[config.mk]
export PLATFORM = sky130hd
export DESIGN_NAME = fbrc_cmd_top
export DESIGN_NICKNAME = d
export VERILOG_FILES = /design/src/design/fbrc_pkg.sv /design/src/design/fbrc_cmd_top.sv /design/src/design/fbrc_sync3.sv
export VERILOG_INCLUDE_DIRS = /design/src /design/src/design
export SDC_FILE = /design/constraint.sdc
export NUM_CORES = 1
export LEC_CHECK = 0
export BUFFER_PORTS_ARGS = -buffer_cell sky130_fd_sc_hd__buf_4
export CAP_MARGIN = 40
export CORE_MARGIN = 4
export CORE_UTILIZATION = 60
export CTS_BUF_LIST = sky130_fd_sc_hd__clkbuf_2
export CTS_CLUSTER_DIAMETER = 30
export DETAILED_ROUTE_END_ITERATION = 8
export PLACE_DENSITY = 0.93
export SETUP_SLACK_MARGIN = 0.5
export SYNTH_ARGS = -nofsm -noshare
export SYNTH_HDL_FRONTEND = slang
export SYNTH_SLANG_ARGS = --single-unit
export TNS_END_PERCENT = 1
[constraint.sdc]
create_clock -name core_clk -period 26.2 [get_ports core_clk]
set_input_delay 3.93 -clock core_clk [delete_from_list [all_inputs] [get_ports core_clk]]
set_output_delay 3.93 -clock core_clk [all_outputs]
set_load 0.005 [all_outputs]
[src/design/fbrc_params.svh]
`ifndef FBRC_PARAMS_SVH
`define FBRC_PARAMS_SVH

// Register offsets
`define FBRC_REG_FORMAT   8'h00
`define FBRC_REG_FUNCMAP  8'h04
`define FBRC_REG_MONSEL   8'h08
`define FBRC_REG_STATUS   8'h0c
`define FBRC_REG_SPEED    8'h10

// Reset values and format maximum
`define FBRC_FORMAT_RST   3'h0
`define FBRC_FORMAT_MAX   3'h4
`define FBRC_FUNCMAP_RST  24'hfac688
`define FBRC_MONSEL_RST   2'h0

// Remote output bit positions, second word starts at bit 16
`define FBRC_BIT_FWD      0
`define FBRC_BIT_REV      1
`define FBRC_BIT_GEN      2
`define FBRC_BIT_MON      12
`define FBRC_BIT_SPD      13
`define FBRC_BIT_CMD      15
`define FBRC_BIT_ALMRST   26

// Command code word fields
`define FBRC_OP_LO        12
`define FBRC_IDX_LO       8
`define FBRC_OP_READ      4'h1
`define FBRC_OP_WRITE     4'h2
`define FBRC_ERR_NONE     16'h0000
`define FBRC_ERR_OP       16'h0001
`define FBRC_ERR_IDX      16'h0002
`define FBRC_TABLE_MAX    16

// Monitor sources
`define FBRC_MON_DRIVE    2'h0
`define FBRC_MON_SPEED    2'h1
`define FBRC_MON_CMDREAD  2'h2

`endif

[src/design/fbrc_pkg.sv]
`include "fbrc_params.svh"

package fbrc_pkg;

    typedef enum logic [2:0] {
        FN_SS1 = 3'h0,
        FN_SS2 = 3'h1,
        FN_SS4 = 3'h2,
        FN_SS8 = 3'h3,
        FN_RT1 = 3'h4,
        FN_RT2 = 3'h5,
        FN_RST = 3'h6,
        FN_BX  = 3'h7
    } fbrc_func_t;

    typedef enum logic [2:0] {
        CX_IDLE = 3'h1,
        CX_EXEC = 3'h2,
        CX_DONE = 3'h4
    } fbrc_cx_t;

    typedef struct packed {
        logic                                formatLatched;
        logic [2:0]                          linkFormat;
        logic [23:0]                         funcMap;
        logic [1:0]                          monSel;
        logic                                fwdRun;
        logic                                revRun;
        logic [3:0]                          speedSel;
        logic [1:0]                          rampSel;
        logic                                errReset;
        logic                                coastStop;
        logic                                monAck;
        logic [15:0]                         monWord;
        logic                                spdAck;
        logic [15:0]                         volSpeed;
        fbrc_cx_t                            cx;
        logic                                cxAck;
        logic [15:0]                         cxResult;
        logic [15:0]                         cxRead;
        logic                                alarm;
        logic                                alarmResetCmd;
        logic [31:0]                         rdData;
        logic [`FBRC_TABLE_MAX-1:0][15:0]    table_;
    } fbrc_state_t;

endpackage : fbrc_pkg

[src/design/fbrc_cmd_top.sv]
// Functional notes
// - Format selector default 0, values 0 to 4
// - Format taken once after reset only
// - Reverse bit runs reverse, low means stop
// - General bits 1-4 pick multistep speed
// - General bits 5-6 pick ramp/regulator set
// - Each general bit function is reassignable
// - General bit 7 default is error reset
// - General bit 8 default is coast stop
// - Monitor request loads word, then acknowledges
// - Speed request copies word to volatile speed
// - Speed write done raises its acknowledge
// - Execute request runs the command code
// - Command done raises its acknowledge
// - Failed command gives nonzero result word
// - Alarm reset request clears active alarm
// - Monitor word refreshed while request held
// - Speed word reapplied while request held
// - Command re-executed while request held
//
// Added by the designer: the strobed register port and the placing of the registers.
`timescale 1ns/1ps
`default_nettype none

`include "fbrc_params.svh"

module fbrc_cmd_top
    import fbrc_pkg::*;
#(
    parameter int TABLE_DEPTH = 16
) (
    // Clock and reset
    input  wire logic        core_clk,
    input  wire logic        rst,
    // Register port
    input  wire logic [7:0]  regAddr,
    input  wire logic [31:0] regWrData,
    input  wire logic        regWr,
    input  wire logic        regRd,
    output var  logic [31:0] regRdData,
    // Link side, asynchronous to core_clk
    input  wire logic [31:0] remoteBits,
    input  wire logic [15:0] speedCommandWord,
    input  wire logic [15:0] commandCodeWord,
    // Drive side, same clock
    input  wire logic [2:0]  linkFormatSelect,
    input  wire logic [15:0] monitorIn,
    input  wire logic        alarmEvent,
    // Decoded drive commands
    output var  logic        forwardRun,
    output var  logic        reverseRun,
    output var  logic [3:0]  multistepSpeedSelectLines,
    output var  logic [1:0]  rampParameterSetSelect,
    output var  logic        errorReset,
    output var  logic        coastStopCommand,
    // Answers toward the master
    output var  logic        monitoringAcknowledge,
    output var  logic [15:0] firstRemoteReadWord,
    output var  logic        speedWriteDoneAck,
    output var  logic [15:0] volatileSpeed,
    output var  logic        commandExecuteDoneAck,
    output var  logic [15:0] commandResultWord,
    output var  logic [15:0] commandReadWord,
    output var  logic        alarmStatus,
    output var  logic        alarmResetCommand,
    output var  logic [2:0]  linkFormat
);

    generate
        if (TABLE_DEPTH < 1 || TABLE_DEPTH > `FBRC_TABLE_MAX) begin : g_chk
            $error("fbrc_cmd_top: TABLE_DEPTH out of range");
        end
    endgenerate

    fbrc_state_t s;
    fbrc_state_t next_s;

    // Synchronised link inputs
    logic [63:0] linkSync;
    logic [31:0] ry;
    logic [15:0] spdWord;
    logic [15:0] codeWord;

    fbrc_sync3 #(
        .W (64)
    ) u_sync (
        .core_clk (core_clk),
        .rst      (rst),
        .d        ({commandCodeWord, speedCommandWord, remoteBits}),
        .q        (linkSync)
    );

    assign ry       = linkSync[31:0];
    assign spdWord  = linkSync[47:32];
    assign codeWord = linkSync[63:48];

    logic fwdReq;
    logic revReq;
    logic monReq;
    logic spdReq;
    logic cmdReq;
    logic almRstReq;
    logic [7:0] genBits;

    assign fwdReq    = ry[`FBRC_BIT_FWD];
    assign revReq    = ry[`FBRC_BIT_REV];
    assign genBits   = ry[`FBRC_BIT_GEN +: 8];
    assign monReq    = ry[`FBRC_BIT_MON];
    assign spdReq    = ry[`FBRC_BIT_SPD];
    assign cmdReq    = ry[`FBRC_BIT_CMD];
    assign almRstReq = ry[`FBRC_BIT_ALMRST];

    // Per general bit: one-hot of the function it is mapped to
    logic [7:0][7:0] bitHit;

    generate
        for (genvar g = 0; g < 8; g++) begin : g_gen
            assign bitHit[g] = genBits[g] ? (8'h01 << s.funcMap[3*g +: 3]) : 8'h00;
        end
    endgenerate

    logic [7:0] fnHit;

    always_comb begin
        fnHit = 8'h00;
        for (int k = 0; k < 8; k++) begin
            fnHit = fnHit | bitHit[k];
        end
    end

    // Command code fields
    logic [3:0]  opCode;
    logic [3:0]  opIdx;
    logic [7:0]  opData;
    logic        idxOk;

    assign opCode = codeWord[`FBRC_OP_LO +: 4];
    assign opIdx  = codeWord[`FBRC_IDX_LO +: 4];
    assign opData = codeWord[7:0];
    assign idxOk  = (32'(opIdx) < TABLE_DEPTH);

    logic [15:0] monSource;

    always_comb begin
        case (s.monSel)
            `FBRC_MON_DRIVE:   monSource = monitorIn;
            `FBRC_MON_SPEED:   monSource = s.volSpeed;
            `FBRC_MON_CMDREAD: monSource = s.cxRead;
            default:           monSource = 16'h0000;
        endcase
    end

    always_comb begin
        next_s = s;

        // Format is caught once, on the first edge after reset
        if (!s.formatLatched) begin
            next_s.formatLatched = 1'b1;
            if (linkFormatSelect <= `FBRC_FORMAT_MAX) begin
                next_s.linkFormat = linkFormatSelect;
            end else begin
                next_s.linkFormat = `FBRC_FORMAT_RST;
            end
        end

        // Run direction; both at once is treated as stop
        next_s.fwdRun = fwdReq & ~revReq;
        next_s.revRun = revReq & ~fwdReq;

        // Function decode of the general bits
        next_s.speedSel  = fnHit[FN_SS8:FN_SS1];
        next_s.rampSel   = fnHit[FN_RT2:FN_RT1];
        next_s.errReset  = fnHit[FN_RST];
        next_s.coastStop = fnHit[FN_BX];

        // Monitor handshake
        if (monReq) begin
            next_s.monWord = monSource;
            next_s.monAck  = 1'b1;
        end else begin
            next_s.monAck  = 1'b0;
        end

        // Speed write handshake, acknowledge one cycle after the write
        if (spdReq) begin
            next_s.volSpeed = spdWord;
        end
        next_s.spdAck = spdReq & s.spdAck | spdReq & (s.volSpeed == spdWord);

        // Command execution handshake
        case (s.cx)
            CX_IDLE: begin
                next_s.cxAck = 1'b0;
                if (cmdReq) begin
                    next_s.cx = CX_EXEC;
                end
            end
            CX_EXEC, CX_DONE: begin
                if (cmdReq) begin
                    next_s.cx    = CX_DONE;
                    next_s.cxAck = 1'b1;
                    case (opCode)
                        `FBRC_OP_READ: begin
                            if (idxOk) begin
                                next_s.cxRead   = s.table_[opIdx];
                                next_s.cxResult = `FBRC_ERR_NONE;
                            end else begin
                                next_s.cxResult = `FBRC_ERR_IDX;
                            end
                        end
                        `FBRC_OP_WRITE: begin
                            if (idxOk) begin
                                next_s.table_[opIdx] = {8'h00, opData};
                                next_s.cxResult      = `FBRC_ERR_NONE;
                            end else begin
                                next_s.cxResult = `FBRC_ERR_IDX;
                            end
                        end
                        default: begin
                            next_s.cxResult = `FBRC_ERR_OP;
                        end
                    endcase
                end else begin
                    next_s.cx    = CX_IDLE;
                    next_s.cxAck = 1'b0;
                end
            end
            default: begin
                next_s.cx    = CX_IDLE;
                next_s.cxAck = 1'b0;
            end
        endcase

        // Alarm: a new event wins over a reset in the same cycle
        next_s.alarmResetCmd = s.alarm & almRstReq;
        if (alarmEvent) begin
            next_s.alarm = 1'b1;
        end else if (almRstReq) begin
            next_s.alarm = 1'b0;
        end

        // Register writes
        if (regWr) begin
            case (regAddr)
                `FBRC_REG_FUNCMAP: next_s.funcMap = regWrData[23:0];
                `FBRC_REG_MONSEL:  next_s.monSel  = regWrData[1:0];
                default: begin
                end
            endcase
        end

        // Register reads, data valid only in the following cycle
        next_s.rdData = 32'h0000_0000;
        if (regRd) begin
            case (regAddr)
                `FBRC_REG_FORMAT:  next_s.rdData = {29'h0, s.linkFormat};
                `FBRC_REG_FUNCMAP: next_s.rdData = {8'h00, s.funcMap};
                `FBRC_REG_MONSEL:  next_s.rdData = {30'h0, s.monSel};
                `FBRC_REG_STATUS: begin
                    next_s.rdData = {24'h0, s.cx, s.alarm, s.cxAck,
                                     s.spdAck, s.monAck, s.formatLatched};
                end
                `FBRC_REG_SPEED:   next_s.rdData = {16'h0000, s.volSpeed};
                default:           next_s.rdData = 32'h0000_0000;
            endcase
        end
    end

    always_ff @(posedge core_clk or posedge rst) begin
        if (rst) begin
            s            <= '0;
            s.linkFormat <= `FBRC_FORMAT_RST;
            s.funcMap    <= `FBRC_FUNCMAP_RST;
            s.monSel     <= `FBRC_MONSEL_RST;
            s.cx         <= CX_IDLE;
        end else begin
            s <= next_s;
        end
    end

    // Outputs
    assign regRdData                 = s.rdData;
    assign forwardRun                = s.fwdRun;
    assign reverseRun                = s.revRun;
    assign multistepSpeedSelectLines = s.speedSel;
    assign rampParameterSetSelect    = s.rampSel;
    assign errorReset                = s.errReset;
    assign coastStopCommand          = s.coastStop;
    assign monitoringAcknowledge     = s.monAck;
    assign firstRemoteReadWord       = s.monWord;
    assign speedWriteDoneAck         = s.spdAck;
    assign volatileSpeed             = s.volSpeed;
    assign commandExecuteDoneAck     = s.cxAck;
    assign commandResultWord         = s.cxResult;
    assign commandReadWord           = s.cxRead;
    assign alarmStatus               = s.alarm;
    assign alarmResetCommand         = s.alarmResetCmd;
    assign linkFormat                = s.linkFormat;

endmodule : fbrc_cmd_top

`default_nettype wire

[src/design/fbrc_sync3.sv]
`timescale 1ns/1ps
`default_nettype none

module fbrc_sync3 #(
    parameter int W = 64
) (
    // Clock and reset
    input  wire logic         core_clk,
    input  wire logic         rst,
    // Asynchronous input and filtered result
    input  wire logic [W-1:0] d,
    output var  logic [W-1:0] q
);

    typedef struct packed {
        logic [W-1:0] s1;
        logic [W-1:0] s2;
        logic [W-1:0] s3;
        logic [W-1:0] q;
    } fbrc_sync_t;

    fbrc_sync_t s;
    fbrc_sync_t next_s;
    logic [W-1:0] agree;

    generate
        if (W < 1) begin : g_chk
            $error("fbrc_sync3: W must be at least 1");
        end
        for (genvar i = 0; i < W; i++) begin : g_bit
            // A bit moves only when stages two and three agree
            assign agree[i] = (s.s2[i] == s.s3[i]);
        end
    endgenerate

    always_comb begin
        next_s    = s;
        next_s.s1 = d;
        next_s.s2 = s.s1;
        next_s.s3 = s.s2;
        next_s.q  = (agree & s.s3) | (~agree & s.q);
    end

    always_ff @(posedge core_clk or posedge rst) begin
        if (rst) begin
            s <= '0;
        end else begin
            s <= next_s;
        end
    end

    assign q = s.q;

endmodule : fbrc_sync3

`default_nettype wire

# Word-level counts from Yosys, hierarchy flattened

Index checks and enable logic that the tools add are counted.

Word-level logic and storage cells: 183
Register bits after elaboration: 656
Input port bits: 128

Eq/ne operators: 77
Reduce and logical (&&, ||, !) cells: 11
Multiplexer cells: 24
Bitwise logic cells: 19
Shift operators: 8
Order comparisons: 3

Operators by type and width:

| kind                                                                  | count |
|---|---|
| 256-bit bitwise mux                                                   | 1 |
| 64-bit bitwise AND                                                    | 2 |
| 24-bit case mux with 5 select lines                                   | 1 |
| 16-bit binary-select mux with 4-bit select                            | 1 |
| 16-bit demux with 4-bit select                                        | 1 |
| 1-bit equality test                                                   | 64 |
| 8-bit 2-to-1 mux                                                      | 8 |
| 64-bit NOT                                                            | 1 |
| 64-bit OR                                                             | 1 |
| 1-bit by 3-bit left shift with 8-bit output, first input constant     | 8 |
| 8-bit OR                                                              | 7 |
| 16-bit case mux with 3 select lines                                   | 1 |
| 16-bit 2-to-1 mux                                                     | 2 |
| 24-bit 2-to-1 mux                                                     | 1 |
| 16-bit equality test                                                  | 1 |
| 8-bit by 4-bit equality test with 1-bit output, second input constant | 2 |
| 8-bit by 3-bit equality test with 1-bit output, second input constant | 1 |
| 8-bit by 5-bit equality test with 1-bit output, second input constant | 1 |
| 8-bit logical NOT                                                     | 1 |
| 4-bit case mux with 2 select lines                                    | 1 |
| 3-bit 2-to-1 mux                                                      | 2 |
| 2-bit AND reduction                                                   | 3 |
| 3-bit AND reduction                                                   | 2 |
| 1-bit bitwise AND                                                     | 5 |
| 19 further kinds                                                      | 24 |

# Depth between registers and ports, before layout

Gate-level depths: netlist of run 1.

Depth after elaboration: 9
Depth in mapped cells: 7
Gate-level depth less buffers: 4

# By module

A second synthesis of run 1 with hierarchy kept.

Cell total of the unflattened synthesis: 1311
Area total of the unflattened synthesis: 19603.8 um2

Modules (own cells, without submodules):

| module       | cells an instance | instances | area an instance (um2) |
|---|---|---|---|
| fbrc_cmd_top | 926               | 1         | 11992.8 |
| fbrc_sync3   | 385               | 1         | 7611.0 |

# Least setup slack after synthesis of run 1

OpenSTA, ideal clock, no wires.

Path kind: input -> register
Start: input regAddr[0]
End: register s[372] in the netlist's numbering
Stages: 5
Path slack: 20.553 ns
Library setup time: 0.125 ns
Data required time: 26.075 ns
Arrival time: 5.522 ns
Path buffers: 1
Cell sequence: or4_1 > nor4b_4 > nand2_2 > buf_2 > mux2_2

Cells in the longest elaborated chain, start to end: 2

RTL lines:

| element                                        | RTL line            | source |
|---|---|---|
| from (decl)                                    | fbrc_cmd_top.sv:36  | `input wire logic [7:0] regAddr,` |
| 8-bit by 3-bit equality test with 1-bit output | fbrc_cmd_top.sv:244 | `case (regAddr)` |
| 2-bit AND reduction (no line)                  | n/a                 |  |
| to (signal assigned)                           | fbrc_cmd_top.sv:277 | `s <= next_s;` |
| to (decl)                                      | fbrc_cmd_top.sv:75  | `fbrc_state_t s;` |

No other way between the ends.
A chain may end at the register's enable or synchronous reset.

# Final worst setup path of run 1

Start: register s (netlist bit volatileSpeed[8])
End: output volatileSpeed[8]

RTL lines:

| element   | RTL line           | source |
|---|---|---|
| to (decl) | fbrc_cmd_top.sv:60 | `output var logic [15:0] volatileSpeed,` |

No word-level cell between the ends.

==> results of run 1 <==
## path summary, 6_finish.rpt
path / from / slack [ns] / to
setup / recovery: volatileSpeed[8]$_DFFE_PP0P_ / 20.61 / volatileSpeed[8]
hold / removal: u_sync.next_s[141]$_DFF_PP0_ / 0.25 / u_sync.next_s[77]$_DFF_PP0_
setup reg to reg: s[323]$_DFFE_PP1P_ / 23.57 / commandReadWord[3]$_DFFE_PP0P_
hold reg to reg: u_sync.next_s[141]$_DFF_PP0_ / 0.25 / u_sync.next_s[77]$_DFF_PP0_
max in group asynchronous: rst / 21.35 / s[375]$_DFFE_PP1P_
min in group asynchronous: rst / 2.94 / async pin
## power by group
part           switching, W  internal [W]  total (W)  leakage [nW]
clock              0.000257      0.000198   0.000454         0.753
combinational     0.0000615     0.0000672   0.000129          3.17
sequential        0.0000452      0.000695   0.000740          5.36
total              0.000364      0.000959    0.00132          9.28
## metrics by stage
step | total power (W) | setup WS, ns | cells | utilization | hold WS [ns]
final | 0.00132 | 20.61 | 1801 | 0.690 | 0.251
after global routing | 0.00139 | 20.54 | 1801 | 0.690 | 0.300
after CTS | 0.00134 | 20.56 | 1799 | 0.689 | 0.262
after detailed placement | 0.000880 | 19.94 | 1611 | 0.652 | 0.335
after global placement | 0.000870 | 19.50 | 1607 | 0.649 | 0.332
after floorplan | 0.000829 | 10.46 | 1191 | - | 0.331
## routing by layer
metal	up-vias	GRT usage	wire, um
met4	0	0.0977	1320
met3	104	0.0488	2580
li1	4444	-	-
met1	5167	0.287	13500
met2	469	0.409	18800
met5	-	0	0
## cell usage in the layout, fill, tap and decap left out, types with 5 or more instances in the layout
cell type  count
dfrtp_1      410
buf_4        190
mux2_2       170
clkbuf_2     152
maj3_1        46
nor2_1        40
mux4_2        33
conb_1        32
mux2i_1       27
clkinv_1      24
o22ai_1       21
a21oi_1       20
xnor2_1       18
nand2_1       18
nand2b_1      15
nor2b_1       14
a22oi_1       14
inv_1         13
dfstp_2       13
nor3_1        10
and3_1        10
nand4_1        9
nand3_1        9
a21o_1         8
nand3_2        7
a211oi_1       6
o21ai_0        5
a22o_1         5
## final cells by class
cell class              count  area [um^2]
clock inverters            36          269
repair buffers            196         1570
flip-flops and latches    425        10700
multi-input cells         600         5440
inverters                  14         60.1
clock buffers             152          761
fillers                  1784         8630
well taps                 378          473
## kinds of logic after synthesis
kind of cell	after synthesis	share of synthesized area
flip-flops	425	0.626
adder cells (fa/ha/maj)	46	0.0271
multiplexers	230	0.172
AND/OR/NAND/NOR	169	0.0612
buffers and inverters	166	0.0610
other	2	0.000441
XOR/XNOR	18	0.00926
AO/OA/AOI/OAI	105	0.0431
==> metrics.csv, run 1 <==
metric,value,unit
cts_buffers,103,
finalSetupTns,0,ns
fin_crit,5.59,ns
cp_cell_sequence,buf_4,
hold_class,flop to flop,
final_area,19200,um^2
max_stage_delay,0.52,ns
grt_pass1_vias,10801,
startpoint_type,flop,
clk_latency,0.97,ns
antenna_found_initial,0,
max_freq,179,MHz
relSlewSlack,0.272,
path_class,flop to output pin,
crit_fanout,5,
grt_max_degree,199,
ys_seq_area_frac,0.626,
cp_num_buf_inv,1,
path_clk_slew,0.12,ns
yosys.area.top_type,dfrtp_1,
drc_errors,0,
gp_congestion,0.883,
rows,61,
core_area,27900,um^2
synth_commonest_cells,"dfrtp_1 (412), mux2_2 (170), buf_4 (106)",
fin_crit_sh,0.213,
area_delta_synth_final,13.0,%
status,"finished, final reports clean",
cp.arrival,1.66,ns
synth_most_common_cell,dfrtp_1,
dpl.hpwl,24900,um
vias_per_cell,5.65,
wire_per_inst,20.1,um
hold_viol,0,
worst_pin_slew,1.09,ns
peakVddDrop,0.0523,mV
grt_pass1_wl,57300,um
synth-main-ff-cell,dfrtp_1,
ant_nets,0,
holdBufCountCts,0,
rsz0062_at_grt,no,
rr_worst_depth,4,
place_area,18200,um^2
syn_area_per_cell,14.7,um^2
drtPass1Iterations,6,
crit_family,flip-flops,
cts_sinks,425,
final_max_slew_viol_count,0,
cap_viol_max_count,0,
fin_skew,0.128,ns
setup.worst_path.end_class,output pin,
path_depth,1,
place.port_buffers,184,
power_density,68.8,nW/um^2
cts_root_buf,clkbuf_2,
num_io_pins,242,
n_antenna_cell,0,
cts_tree,done,
die-area,31100,um^2
nets,1468,
synth_area_leaders,"dfrtp_1 (61%), mux2_2 (11%), buf_4 (4.7%), mux4_2 (4.4%), maj3_1 (2.7%)",
gr-total-overflow,0,
worst_ep_required_time,22.27,ns
drive_gt1_frac,0.422,
power.leakage,9.28,nW
die_height,176,um
netlist_area,17000,um^2
cts_resized,0,
setup_viol,0,
async_flop_share,1.00,
track_usage,0.234,
h-tree-depth,3,
die_x,176,um
drt_wl_total,36100,um
cts_setup_buffers,0,
synth_top_area_frac,0.606,
drt_iter0_drc,921,
synth_edf_count,0,
synth.distinct_cells,65,
num_vias,10184,
cpMaxStageDelayCell,dfrtp_1,
synth-seq-cells,425,
yosysWarnings,0,
start_util,0.611,
cts_buffer_depth,3,
syn-instance-count,1161,
hold_depth,0,
(Power assumes the default switching activity.)
==> run 2, diff against run 1 <==
CORE_UTILIZATION = 59   (was 60)
PLACE_DENSITY = 0.92   (was 0.93)
clock period = 5.4 ns   (was 26.2 ns; I/O delays follow)
==> run 2 against run 1 <==
Critical endpoint is now s[242]$_DFFE_PP0P_. Sequential power rose to 4.9 times the previous value. Sequential share of layout area down 1.1 points. Critical path depth up 3. Via count up 2.9%. Core utilization up 0.79 points. Largest cell class unchanged.
==> metrics.csv, run 2 (synthesis gave the netlist of run 1 again) <==
metric,value,unit
relSlewSlack,0.409,
drtPass1Iterations,5,
status,"finished, final reports clean",
nets,1517,
ant_nets,0,
max_stage_delay,0.72,ns
power_density,323,nW/um^2
place_ws,2.49,ns
cts_buffer_depth,3,
cp.arrival,3.44,ns
grt-busiest-layer,met2,
path_clk_slew,0.10,ns
met2_usage,0.416,
layout_commonest_cell,dfrtp_1,
drive_gt1_frac,0.415,
dpl.hpwl,25500,um
max_freq,376,MHz
fin_crit,2.66,ns
use_met1,0.292,
crit_start,s[323]$_DFFE_PP1P_,
die_height,178,um
worst_ep_required_time,6.18,ns
wire_per_inst,20.6,um
cts_setup_buffers,0,
start_util,0.606,
crit_fanout,8,
hold_viol,0,
fin_crit_sh,0.493,
num_io_pins,242,
place.port_buffers,184,
cts_sinks,425,
power.leakage,9.46,nW
fin_skew,0.122,ns
r2r_start,s[323]$_DFFE_PP1P_,
dp.cells,1612,
grt_pass1_vias,11144,
drt_iter0_drc,784,
fin_util,0.698,
cpMaxStageDelayCell,or4b_1,
h-tree-depth,3,
grt_pass1_wl,59300,um
final_max_slew_viol_count,0,
grt_max_degree,147,
drc_errors,0,
worst_pin_slew,0.886,ns
layout_common_cells,"dfrtp_1 (410), buf_4 (190), mux2_2 (170)",
gp_congestion,0.873,
cts_root_buf,clkbuf_2,
rows,61,
antenna_found_initial,2,
area_delta_synth_final,15.2,%
cp_cell_sequence,or4b_1 -> nor3_2 -> and4_1 -> mux2_2,
cts_buffers,104,
track_usage,0.242,
rsz0062_at_grt,no,
hold_class,primary input to flop,
die_x,178,um
place_area,18200,um^2
use_met3,0.0569,
final.setup.worst_slack,2.74,ns
startpoint_type,flop,
num_vias,10477,
r2r_setup_slack,2.74,ns
holdCritStartpoint,linkFormatSelect[0],
vias_per_cell,5.67,
clk_latency,0.96,ns
gr-total-overflow,0,
setup.worst_path.end_class,flop,
cap_viol_max_count,0,
core_area,28100,um^2
drt_wl_total,38000,um
setup_viol,0,
layout.cells.non_filler,1849,
die-area,31600,um^2
peakVddDrop,0.152,mV
cts_tree,done,
final_area,19600,um^2
path_class,flop to flop,
power.total,0.00632,W
==> run 2: power breakdown <==
part	internal, W	leakage, nW	switching, W
Clock	0.000846	0.744	0.00123
Combinational	0.000346	3.36	0.000305
Sequential	0.00337	5.36	0.000231
Total	0.00456	9.46	0.00176
==> run 2: path summary, 6_finish.rpt <==
| path | to | cells after the start |
|---|---|---|
| max | s[242]$_DFFE_PP0P_ | 4 |
| min | linkFormat[2]$_DFFE_PP0N_ | 2 |
| max reg2reg | s[242]$_DFFE_PP0P_ | 4 |
| min reg2reg | u_sync.next_s[97]$_DFF_PP0_ | 0 |
| max in group asynchronous | monitoringAcknowledge$_DFF_PP0_ | 5 |
| min in group asynchronous | u_sync.next_s[129]$_DFF_PP0_ | 3 |
==> run 2: cell type report <==
class,count,area [um^2]
Antenna cell,2,5.00
Clock buffer,164,821
Clock inverter,22,121
Fill cell,1845,8480
Inverter,14,56.3
Multi-Input combinational cell,600,5440
Sequential cell,425,10700
Tap cell,378,473
Timing Repair Buffer,244,2030
==> run 2: repair_timing <==
action,in CTS,in global routing
hold buffers,48,0
gates resized for setup,0,0
endpoints found under the setup margin,0,0
endpoints found under the hold margin,83,0
==> run 2: critical path: cells and delay by family, from the launching register on <==
family,cells,cell delay (ns)
flops,1,0.41
mux,1,0.40
simple gates,3,1.67
==> run 2: metal layers <==
| metal | up-vias | wire [um] |
|---|---|---|
| li1 | 4545 | - |
| met1 | 5307 | 14100 |
| met2 | 522 | 19600 |
| met3 | 103 | 2910 |
| met4 | 0 | 1480 |
| met5 | - | 0 |
==> run 2: stage by stage <==
stage                     hold slack, ns  setup TNS (ns)
final                             0.0862               0
after global placement             0.332               0
after detailed placement           0.335               0
after CTS                         0.0161               0
after global routing             0.00681               0
after floorplan                    0.331         -467.55
